### config.mk
export PLATFORM = sky130hd
export DESIGN_NAME = motion_regs
export DESIGN_NICKNAME = d
export VERILOG_FILES = /design/src/rtl/motion_regs_pkg.sv /design/src/rtl/motion_regs.sv
export SDC_FILE = /design/constraint.sdc
export NUM_CORES = 1
export LEC_CHECK = 0
export CORE_ASPECT_RATIO = 0.5
export CORE_MARGIN = 2
export CORE_UTILIZATION = 65
export DETAILED_ROUTE_END_ITERATION = 8
export DONT_BUFFER_PORTS = 1
export PLACE_DENSITY = 0.81
export SLEW_MARGIN = 20
export SYNTH_ARGS = -nofsm -noshare
export SYNTH_HDL_FRONTEND = slang
export SYNTH_SLANG_ARGS = --single-unit
### constraint.sdc
create_clock -name clk_in -period 4.94 [get_ports clk_in]
set_clock_uncertainty 0.2 [all_clocks]
set_input_delay 1.235 -clock clk_in [delete_from_list [all_inputs] [get_ports clk_in]]
set_output_delay 1.235 -clock clk_in [all_outputs]
set_load 0.005 [all_outputs]
### src/rtl/motion_regs_pkg.sv
// Package with register map, field layout, reset values and carrier types for the motion block
package motion_regs_pkg;
   // Register offsets on the byte register port
   localparam logic [7:0] z_accel_low_addr = 8'h12;
   localparam logic [7:0] z_accel_high_addr = 8'h13;
   localparam logic [7:0] temperature_low_addr = 8'h14;
   localparam logic [7:0] temperature_high_addr = 8'h15;
   localparam logic [7:0] aux_conv_low_addr = 8'h16;
   localparam logic [7:0] aux_conv_high_addr = 8'h17;
   localparam logic [7:0] reset_key_addr = 8'h1f;
   localparam logic [7:0] motion_threshold_low_addr = 8'h20;
   localparam logic [7:0] motion_threshold_high_addr = 8'h21;
   localparam logic [7:0] motion_sample_count_addr = 8'h22;
   localparam logic [7:0] still_threshold_low_addr = 8'h23;
   localparam logic [7:0] still_threshold_high_addr = 8'h24;
   localparam logic [7:0] still_sample_count_low_addr = 8'h25;
   localparam logic [7:0] still_sample_count_high_addr = 8'h26;

   // Values and field layout
   localparam logic [7:0] reset_key_code = 8'h52;
   localparam logic [7:0] reg_reset_value = 8'h00;
   localparam logic [7:0] write_only_read_value = 8'h00;
   localparam logic [7:0] unmapped_read_value = 8'h00;
   localparam int sample_width = 12;
   localparam int threshold_width = 11;
   localparam int threshold_high_bits = 3;
   localparam int sign_bit = 11;
   localparam int sign_copy_count = 4;
   localparam logic [sample_width-1:0] sample_reset_value = 12'h000;
   localparam logic [15:0] still_count_reset_value = 16'h0000;

   // One set of synchronous sensor results
   typedef struct packed {
      logic [sample_width-1:0] x_accel;
      logic [sample_width-1:0] y_accel;
      logic [sample_width-1:0] z_accel;
      logic [sample_width-1:0] temperature;
      logic [sample_width-1:0] aux_conv;
   } sample_set_type;

   // One access from the serial port decoder
   typedef struct packed {
      logic write;
      logic read;
      logic [7:0] addr;
      logic [7:0] wdata;
   } reg_access_type;
endpackage

### src/rtl/motion_regs.sv
// Data, soft reset, threshold and timer registers with activity and inactivity detection
// Summary of operation
// - Z acceleration read as 12-bit two's complement, low byte, high nibble, sign copies.
// - Temperature read as 12-bit two's complement, upper four bits follow bit 11.
// - Auxiliary converter read as 12-bit two's complement with sign copies in 15:12.
// - Writing 0x52 to the reset key clears all settings and enters standby.
// - Soft reset releases interrupt pins to high impedance, kept by bus keepers.
// - Reset key register is write-only and reads back 0x00.
// - Activity compares each axis magnitude with an unsigned 11-bit threshold.
// - Activity threshold is low byte plus bits 2:0 of high byte.
// - Inactivity compares each axis magnitude with an 11-bit threshold, split likewise.
// - Activity reported after programmed 8-bit run of samples with an axis above.
// - Activity count of zero behaves exactly as a count of one.
// - In wake-up mode one sample above threshold reports activity.
// - Inactivity reported after 16-bit run of samples with all axes below.
// - Inactivity count of zero behaves exactly as a count of one.
// - Detection sets the motion flag or the still flag in status.
`timescale 1ns/1ns
module motion_regs (
   input wire logic clk_in,
   input wire logic reset_in,
   input wire motion_regs_pkg::reg_access_type access_in,
   input wire motion_regs_pkg::sample_set_type sample_in,
   input wire logic sample_valid_in,
   input wire logic wake_up_mode_in,
   input wire logic measure_req_in,
   input wire logic status_read_in,
   output logic [7:0] read_data_out,
   output logic motion_flag_out,
   output logic still_flag_out,
   output logic int_drive_en_out,
   output logic standby_out,
   output logic soft_reset_out
);
   import motion_regs_pkg::*;

   // Data result registers, kept at full 12-bit width
   logic [sample_width-1:0] z_accel_reg, z_accel_next;
   logic [sample_width-1:0] temperature_reg, temperature_next;
   logic [sample_width-1:0] aux_conv_reg, aux_conv_next;
   // Host setting registers, stored as written including ignored bits
   logic [7:0] motion_threshold_low_reg, motion_threshold_low_next;
   logic [7:0] motion_threshold_high_reg, motion_threshold_high_next;
   logic [7:0] motion_sample_count_reg, motion_sample_count_next;
   logic [7:0] still_threshold_low_reg, still_threshold_low_next;
   logic [7:0] still_threshold_high_reg, still_threshold_high_next;
   logic [7:0] still_sample_count_low_reg, still_sample_count_low_next;
   logic [7:0] still_sample_count_high_reg, still_sample_count_high_next;
   // Read answer and the two consecutive-sample run counters
   logic [7:0] read_data_reg, read_data_next;
   logic [7:0] motion_run_reg, motion_run_next;
   logic [15:0] still_run_reg, still_run_next;
   // Sticky flags and power state
   logic motion_flag_reg, motion_flag_next;
   logic still_flag_reg, still_flag_next;
   logic int_drive_en_reg, int_drive_en_next;
   logic standby_reg, standby_next;
   logic soft_reset_reg, soft_reset_next;

   // Decoded key write and per-sample comparison results
   logic soft_reset_hit;
   logic [threshold_width-1:0] motion_threshold;
   logic [threshold_width-1:0] still_threshold;
   logic [sample_width-1:0] x_mag, y_mag, z_mag;
   logic any_above;
   logic all_below;
   logic [7:0] motion_target;
   logic [15:0] still_target;
   logic [8:0] motion_run_inc;
   logic [16:0] still_run_inc;

   // Magnitude of a signed sample; -2048 gives 2048, which still fits 12 unsigned bits
   function automatic logic [sample_width-1:0] magnitude(input logic [sample_width-1:0] s);
      logic [sample_width-1:0] m;
      m = s;
      if (s[sign_bit]) begin
         m = sample_width'(~s + 1'b1);
      end
      return m;
   endfunction

   // Sign copies fill bits 15:12 of a result pair
   // The high byte is built at read time, so the stored result stays 12 bits
   function automatic logic [7:0] high_byte(input logic [sample_width-1:0] s);
      return {{sign_copy_count{s[sign_bit]}}, s[sample_width-1:8]};
   endfunction

   // Threshold assembly and per-sample comparisons
   always_comb begin
      // Only the exact key at the key address counts as a soft reset
      soft_reset_hit = access_in.write && (access_in.addr == reset_key_addr) &&
                       (access_in.wdata == reset_key_code);
      // Upper bits of each high threshold byte are stored but never compared
      motion_threshold = {motion_threshold_high_reg[threshold_high_bits-1:0],
                          motion_threshold_low_reg};
      still_threshold = {still_threshold_high_reg[threshold_high_bits-1:0],
                         still_threshold_low_reg};
      // Magnitudes of all three axes; both detectors watch every axis
      x_mag = magnitude(sample_in.x_accel);
      y_mag = magnitude(sample_in.y_accel);
      z_mag = magnitude(sample_in.z_accel);
      // Threshold is zero-extended to 12 bits so a 2048 magnitude compares correctly
      any_above = (x_mag > {1'b0, motion_threshold}) || (y_mag > {1'b0, motion_threshold}) ||
                  (z_mag > {1'b0, motion_threshold});
      // Equal to a threshold is neither above nor below, so such a sample breaks both runs
      all_below = (x_mag < {1'b0, still_threshold}) && (y_mag < {1'b0, still_threshold}) &&
                  (z_mag < {1'b0, still_threshold});
      // Zero counts act as one; wake-up mode forces a single sample
      if (wake_up_mode_in || (motion_sample_count_reg == 8'h00)) begin
         motion_target = 8'h01;
      end else begin
         motion_target = motion_sample_count_reg;
      end
      // Sixteen-bit inactivity target from the two count bytes
      if ({still_sample_count_high_reg, still_sample_count_low_reg} == 16'h0000) begin
         still_target = 16'h0001;
      end else begin
         still_target = {still_sample_count_high_reg, still_sample_count_low_reg};
      end
      // One extra bit so a full-length run cannot wrap before the compare
      motion_run_inc = {1'b0, motion_run_reg} + 9'h001;
      still_run_inc = {1'b0, still_run_reg} + 17'h00001;
   end

   // Next values for registers, detection and read data
   always_comb begin
      // Every register except the soft reset pulse keeps its value unless a branch below changes it
      z_accel_next = z_accel_reg;
      temperature_next = temperature_reg;
      aux_conv_next = aux_conv_reg;
      motion_threshold_low_next = motion_threshold_low_reg;
      motion_threshold_high_next = motion_threshold_high_reg;
      motion_sample_count_next = motion_sample_count_reg;
      still_threshold_low_next = still_threshold_low_reg;
      still_threshold_high_next = still_threshold_high_reg;
      still_sample_count_low_next = still_sample_count_low_reg;
      still_sample_count_high_next = still_sample_count_high_reg;
      motion_run_next = motion_run_reg;
      still_run_next = still_run_reg;
      motion_flag_next = motion_flag_reg;
      still_flag_next = still_flag_reg;
      int_drive_en_next = int_drive_en_reg;
      standby_next = standby_reg;
      // The reset pulse lasts exactly one cycle after the key write
      soft_reset_next = soft_reset_hit;
      read_data_next = read_data_reg;

      // Status read clears flags; a detection in the same cycle wins below
      if (status_read_in) begin
         motion_flag_next = 1'b0;
         still_flag_next = 1'b0;
      end
      // Leaving standby hands the interrupt pins back to their drivers
      // A soft reset in the same cycle still wins further down
      if (measure_req_in) begin
         standby_next = 1'b0;
         int_drive_en_next = 1'b1;
      end

      // Latch results and run detectors only while measuring
      if (sample_valid_in && !standby_reg) begin
         z_accel_next = sample_in.z_accel;
         temperature_next = sample_in.temperature;
         aux_conv_next = sample_in.aux_conv;
         // Activity run: at least one axis above the activity threshold
         if (any_above) begin
            if (motion_run_inc >= {1'b0, motion_target}) begin
               motion_flag_next = 1'b1;
               // Restart so a lasting condition sets the flag again after N samples
               motion_run_next = 8'h00;
            end else begin
               motion_run_next = motion_run_inc[7:0];
            end
         end else begin
            motion_run_next = 8'h00;
         end
         // Inactivity run: every axis below the inactivity threshold
         if (all_below) begin
            if (still_run_inc >= {1'b0, still_target}) begin
               still_flag_next = 1'b1;
               // Same restart after a detection as the activity run
               still_run_next = 16'h0000;
            end else begin
               still_run_next = still_run_inc[15:0];
            end
         end else begin
            still_run_next = 16'h0000;
         end
      end

      // Host writes to the setting registers
      // Data registers and the key register have no storage behind a write
      if (access_in.write) begin
         unique case (access_in.addr)
            motion_threshold_low_addr: motion_threshold_low_next = access_in.wdata;
            motion_threshold_high_addr: motion_threshold_high_next = access_in.wdata;
            motion_sample_count_addr: motion_sample_count_next = access_in.wdata;
            still_threshold_low_addr: still_threshold_low_next = access_in.wdata;
            still_threshold_high_addr: still_threshold_high_next = access_in.wdata;
            still_sample_count_low_addr: still_sample_count_low_next = access_in.wdata;
            still_sample_count_high_addr: still_sample_count_high_next = access_in.wdata;
            default: ;
         endcase
      end

      // Read mux; the answer is registered and valid the cycle after the strobe
      // Pairs are not snapshotted: a sample between two byte reads may mix them
      if (access_in.read) begin
         unique case (access_in.addr)
            z_accel_low_addr: read_data_next = z_accel_reg[7:0];
            z_accel_high_addr: read_data_next = high_byte(z_accel_reg);
            temperature_low_addr: read_data_next = temperature_reg[7:0];
            temperature_high_addr: read_data_next = high_byte(temperature_reg);
            aux_conv_low_addr: read_data_next = aux_conv_reg[7:0];
            aux_conv_high_addr: read_data_next = high_byte(aux_conv_reg);
            reset_key_addr: read_data_next = write_only_read_value;
            motion_threshold_low_addr: read_data_next = motion_threshold_low_reg;
            motion_threshold_high_addr: read_data_next = motion_threshold_high_reg;
            motion_sample_count_addr: read_data_next = motion_sample_count_reg;
            still_threshold_low_addr: read_data_next = still_threshold_low_reg;
            still_threshold_high_addr: read_data_next = still_threshold_high_reg;
            still_sample_count_low_addr: read_data_next = still_sample_count_low_reg;
            still_sample_count_high_addr: read_data_next = still_sample_count_high_reg;
            default: read_data_next = unmapped_read_value;
         endcase
      end

      // Soft reset overrides everything in the same cycle except the read answer
      if (soft_reset_hit) begin
         // Results and settings return to their power-on values
         z_accel_next = sample_reset_value;
         temperature_next = sample_reset_value;
         aux_conv_next = sample_reset_value;
         motion_threshold_low_next = reg_reset_value;
         motion_threshold_high_next = reg_reset_value;
         motion_sample_count_next = reg_reset_value;
         still_threshold_low_next = reg_reset_value;
         still_threshold_high_next = reg_reset_value;
         still_sample_count_low_next = reg_reset_value;
         still_sample_count_high_next = reg_reset_value;
         // Runs restart and flags drop, so no stale detection survives the reset
         motion_run_next = 8'h00;
         still_run_next = still_count_reset_value;
         motion_flag_next = 1'b0;
         still_flag_next = 1'b0;
         // Standby with the interrupt pins released until a new measure request
         standby_next = 1'b1;
         int_drive_en_next = 1'b0;
      end
   end

   // All state registered; power-on reset behaves like a soft reset
   always_ff @(posedge clk_in) begin
      if (reset_in) begin
         // Constants only, the same values a soft reset loads
         z_accel_reg <= sample_reset_value;
         temperature_reg <= sample_reset_value;
         aux_conv_reg <= sample_reset_value;
         motion_threshold_low_reg <= reg_reset_value;
         motion_threshold_high_reg <= reg_reset_value;
         motion_sample_count_reg <= reg_reset_value;
         still_threshold_low_reg <= reg_reset_value;
         still_threshold_high_reg <= reg_reset_value;
         still_sample_count_low_reg <= reg_reset_value;
         still_sample_count_high_reg <= reg_reset_value;
         read_data_reg <= reg_reset_value;
         motion_run_reg <= 8'h00;
         still_run_reg <= still_count_reset_value;
         motion_flag_reg <= 1'b0;
         still_flag_reg <= 1'b0;
         int_drive_en_reg <= 1'b0;
         standby_reg <= 1'b1;
         soft_reset_reg <= 1'b0;
      end else begin
         // Every register loads its next value on every edge
         z_accel_reg <= z_accel_next;
         temperature_reg <= temperature_next;
         aux_conv_reg <= aux_conv_next;
         motion_threshold_low_reg <= motion_threshold_low_next;
         motion_threshold_high_reg <= motion_threshold_high_next;
         motion_sample_count_reg <= motion_sample_count_next;
         still_threshold_low_reg <= still_threshold_low_next;
         still_threshold_high_reg <= still_threshold_high_next;
         still_sample_count_low_reg <= still_sample_count_low_next;
         still_sample_count_high_reg <= still_sample_count_high_next;
         read_data_reg <= read_data_next;
         motion_run_reg <= motion_run_next;
         still_run_reg <= still_run_next;
         motion_flag_reg <= motion_flag_next;
         still_flag_reg <= still_flag_next;
         int_drive_en_reg <= int_drive_en_next;
         standby_reg <= standby_next;
         soft_reset_reg <= soft_reset_next;
      end
   end

   // Outputs straight from flip-flops
   // No logic after the registers, so the outputs cannot glitch
   assign read_data_out = read_data_reg;
   assign motion_flag_out = motion_flag_reg;
   assign still_flag_out = still_flag_reg;
   assign int_drive_en_out = int_drive_en_reg;
   assign standby_out = standby_reg;
   assign soft_reset_out = soft_reset_reg;
endmodule

==> results by group <==
Power and ir drop
  – Pwr/cell area: about 280 mW/mm²
  – Worst VDD drop: ~0.00023 V
  – Leakage: approximately 3.4 nW

Drt
  – 1st-pass router iterations: 8
  – DR DRC count: 0
  – Vias: between 8000 and 9000
  – Vias per std cell: 6.55
  – DR WL/cell: ~20 µm
  – Routed Antenna Nets: 0
  – Total wire length: ~25000 µm
  – First DRT Iteration DRCs: around 1100

Synth
  – Sequential cell area fraction in the yosys report: around 30%
  – Yosys Warn Count: 0
  – Async set or reset register ratio after synthesis: 0%
  – Post-synth EDFFs: 0
  – Flops & latches, synth: approximately 130
  – Synth unique cells: between 60 and 70
  – Mapped Avg Cell Area: ~7.9 µm²
  – Syn nets: roughly 1300
  – Mapped Cells: 1083
  – Synth Flop Type: dfxtp_1
  – Syn Std Cell Area: about 0.0086 mm²

Flow run
  – # Max-Cap Violations: 0

Global routing
  – Largest net degree at the start of global routing: 64
  – Vias in the first global route: approximately 7500
  – GRT overflow: 0
  – Global Route Usage Sum: between 30% and 40%
  – First-pass GRT wire length: 39900 µm
  – Antenna violations before repair: 0

STA
  – WHS: 0.254 ns
  – Worst slew pin tran: 0.890 ns
  – Final hold viol count: 0
  – Slew Viols, Final: 0
  – Unrepaired setup endpoints after global routing: no
  – Final worst-path cycle share: between 90% and 100%
  – Achievable Freq: roughly 0.21 GHz
  – Setup-failing EPs final: 0
  – Tmin final: ~4.7 ns
  – Worst setup margin: between 0.2 and 0.25 ns
  – Slew margin rel.: between 40 and 50%

CTS
  – Post-CTS Setup Bufs: 0
  – H-tree lvl count: 4
  – Num CTS Buffers: 17
  – Max clock buf depth: 2
  – Clk slew on worst S/H paths: ~0.060 ns
  – Worst skew pair latency: 0.43 ns
  – Clk sinks: roughly 130
  – Root Driver: clkbuf_16
  – CTS Hold Bufs: 0
  – CTS tree: done
  – Post-CTS Resized: 0

Cells and area
  – ANT cells: 0
  – Max FFs per register: 16
  – Final core occ: between 70% and 80%
  – Final std cells w/o fill: ~1200
  – Share of cells above drive strength 1: under 10%
  – Area Overhead vs Synth: 7.04%
  – Nets: around 1200

Min path
  – HP Class: flip-flop to flip-flop

Worst setup path
  – Critical path destination: motion_run_reg[4]
  – Worst Setup End Kind: flip-flop
  – Arrival time at the worst endpoint: approximately 4.8 ns
  – Crit path kind: primary input to flip-flop
  – R2r setup slk: between 1 and 1.5 ns
  – Crit. Startpoint: sample_in[26]
  – RR Endpoint: still_run_reg[13]
  – Crit path max fanout: 6
  – R2r worst-path depth: 13
  – Critical Path Start Type: primary input
  – CP required: a little over 5 ns
  – R2R Path Start: still_run_reg[2]

Die
  – Die Ht: around 85 µm
  – Initial Util: 67.3%
  – Core Region: 0.0128 mm²
  – Die ar.: roughly 0.014 mm²
  – Chip Width: roughly 170 µm
  – Rows: 29
  – # IOs: between 90 and 100

Status
  – Outcome: finished clean

Placed design
  – Dpl hpwl: around 18000 µm
  – I/O Buffers: 0
  – Gpl congestion: ~0.94
  – Placed insts: approximately 1200
  – Post-Place Worst Slack: -0.0240 ns
through the flow:
step           TNS, ns  instance area [µm²]  total power, mW
2_1_floorplan        0                 8590             1.32
3_3_place_gp         0                 8610             1.35
3_5_place_dp   -0.0531                 8610             1.36
4_1_cts              0                 9190             2.61
5_1_grt              0                 9190             2.70
6_report             0                 9190             2.62
cell families after synthesis:
logic type | after synthesis | synth area share, %
simple gates | 411 | 22.9
mux | 45 | 5.68
buf+inv | 105 | 5.08
flops | 129 | 30.1
fa+ha+maj | 92 | 13.4
compound gates | 257 | 18.4
xor+xnor | 44 | 4.49
metal layers:
layer / vias up / share of wire, % / global-route usage (%)
li1: 3792 / - / -
met1: 3773 / 44 / 49.6
met2: 455 / 41 / 52.5
met3: 55 / 13 / 11.6
met4: 0 / 2.2 / 11.8
met5: - / 0 / 0
final cells by class:
cell class / instances / area [µm²]
flip-flops and latches: 129 / 2580
clock inverters: 13 / 151
inverters: 48 / 180
multi-input cells: 849 / 5580
repair buffers: 5 / 50.0
fillers: 1029 / 3580
well taps: 170 / 213
clock buffers: 19 / 433
cell usage after synthesis (3+ instances only):
master | count | area, µm²
a21oi_1 | 128 | 641
a22o_1 | 9 | 78.8
nand2b_1 | 24 | 150
nand2_1 | 169 | 634
nor2_1 | 67 | 251
nor4_1 | 9 | 56.3
inv_1 | 47 | 176
and3_1 | 10 | 62.6
nand4_1 | 32 | 200
a32oi_1 | 3 | 26.3
a22oi_1 | 13 | 97.6
nand3_1 | 45 | 225
buf_1 | 3 | 11.3
mux2i_1 | 33 | 330
ha_1 | 92 | 1150
o31ai_1 | 8 | 60.1
mux2_2 | 10 | 113
or3_1 | 8 | 50.1
o21ai_1 | 4 | 20.0
nor3_1 | 14 | 70.1
a21o_1 | 26 | 195
a221oi_1 | 4 | 35.0
nor2b_1 | 12 | 75.1
dfxtp_1 | 129 | 2580
buf_2 | 17 | 85.1
xnor2_1 | 38 | 333
xor2_1 | 6 | 52.6
a31oi_1 | 5 | 31.3
o22ai_1 | 3 | 18.8
o21ai_0 | 32 | 160
clkbuf_1 | 34 | 128
o41ai_1 | 3 | 26.3
worst min-delay path by stage:
stage	startpoint	end	slack, ns	depth (start not counted)
finish	still_run_reg[15]	still_run_reg[15]	0.25	2
global route	z_accel_reg[9]	z_accel_reg[9]	0.27	2
global placement	still_run_reg[15]	still_run_reg[15]	0.24	2
floorplan	z_accel_reg[10]	z_accel_reg[10]	0.23	2
CTS	temperature_reg[0]	temperature_reg[0]	0.25	2
detailed placement	temperature_reg[0]	temperature_reg[0]	0.24	2
worst max-delay path, stage by stage:
cell and delay, ns:
nor4_1 0.34, nand2b_1 0.14, or3_1 0.39, o21ai_0 0.21, xnor2_1 0.18, ha_1 0.29
a21o_1 0.18, a21oi_1 0.18, or3b_2 0.45, o21ai_0 0.21, o2111ai_1 0.34, nand4_1 0.37
inv_2 0.11, a22o_1 0.19
power by group:
group	leakage [nW]	internal, mW	switching (mW)
sequential	1.04	1.06	0.0121
combinational	2.07	0.120	0.159
clock	0.276	0.752	0.517
placed cells by master (no fill, tap or decap), drive strengths merged, types with 19 or more instances in the layout:
cell type	Yosys	layout
mux2i	33	33
inv	48	52
xnor2	38	38
nor2	67	67
nand2	169	169
nand4	32	32
a21o	26	26
ha	92	92
o21ai	36	36
clkbuf	34	19
nand2b	24	24
nand3	45	45
dfxtp	129	129
a21oi	128	128
(Power assumes the default switching activity.)
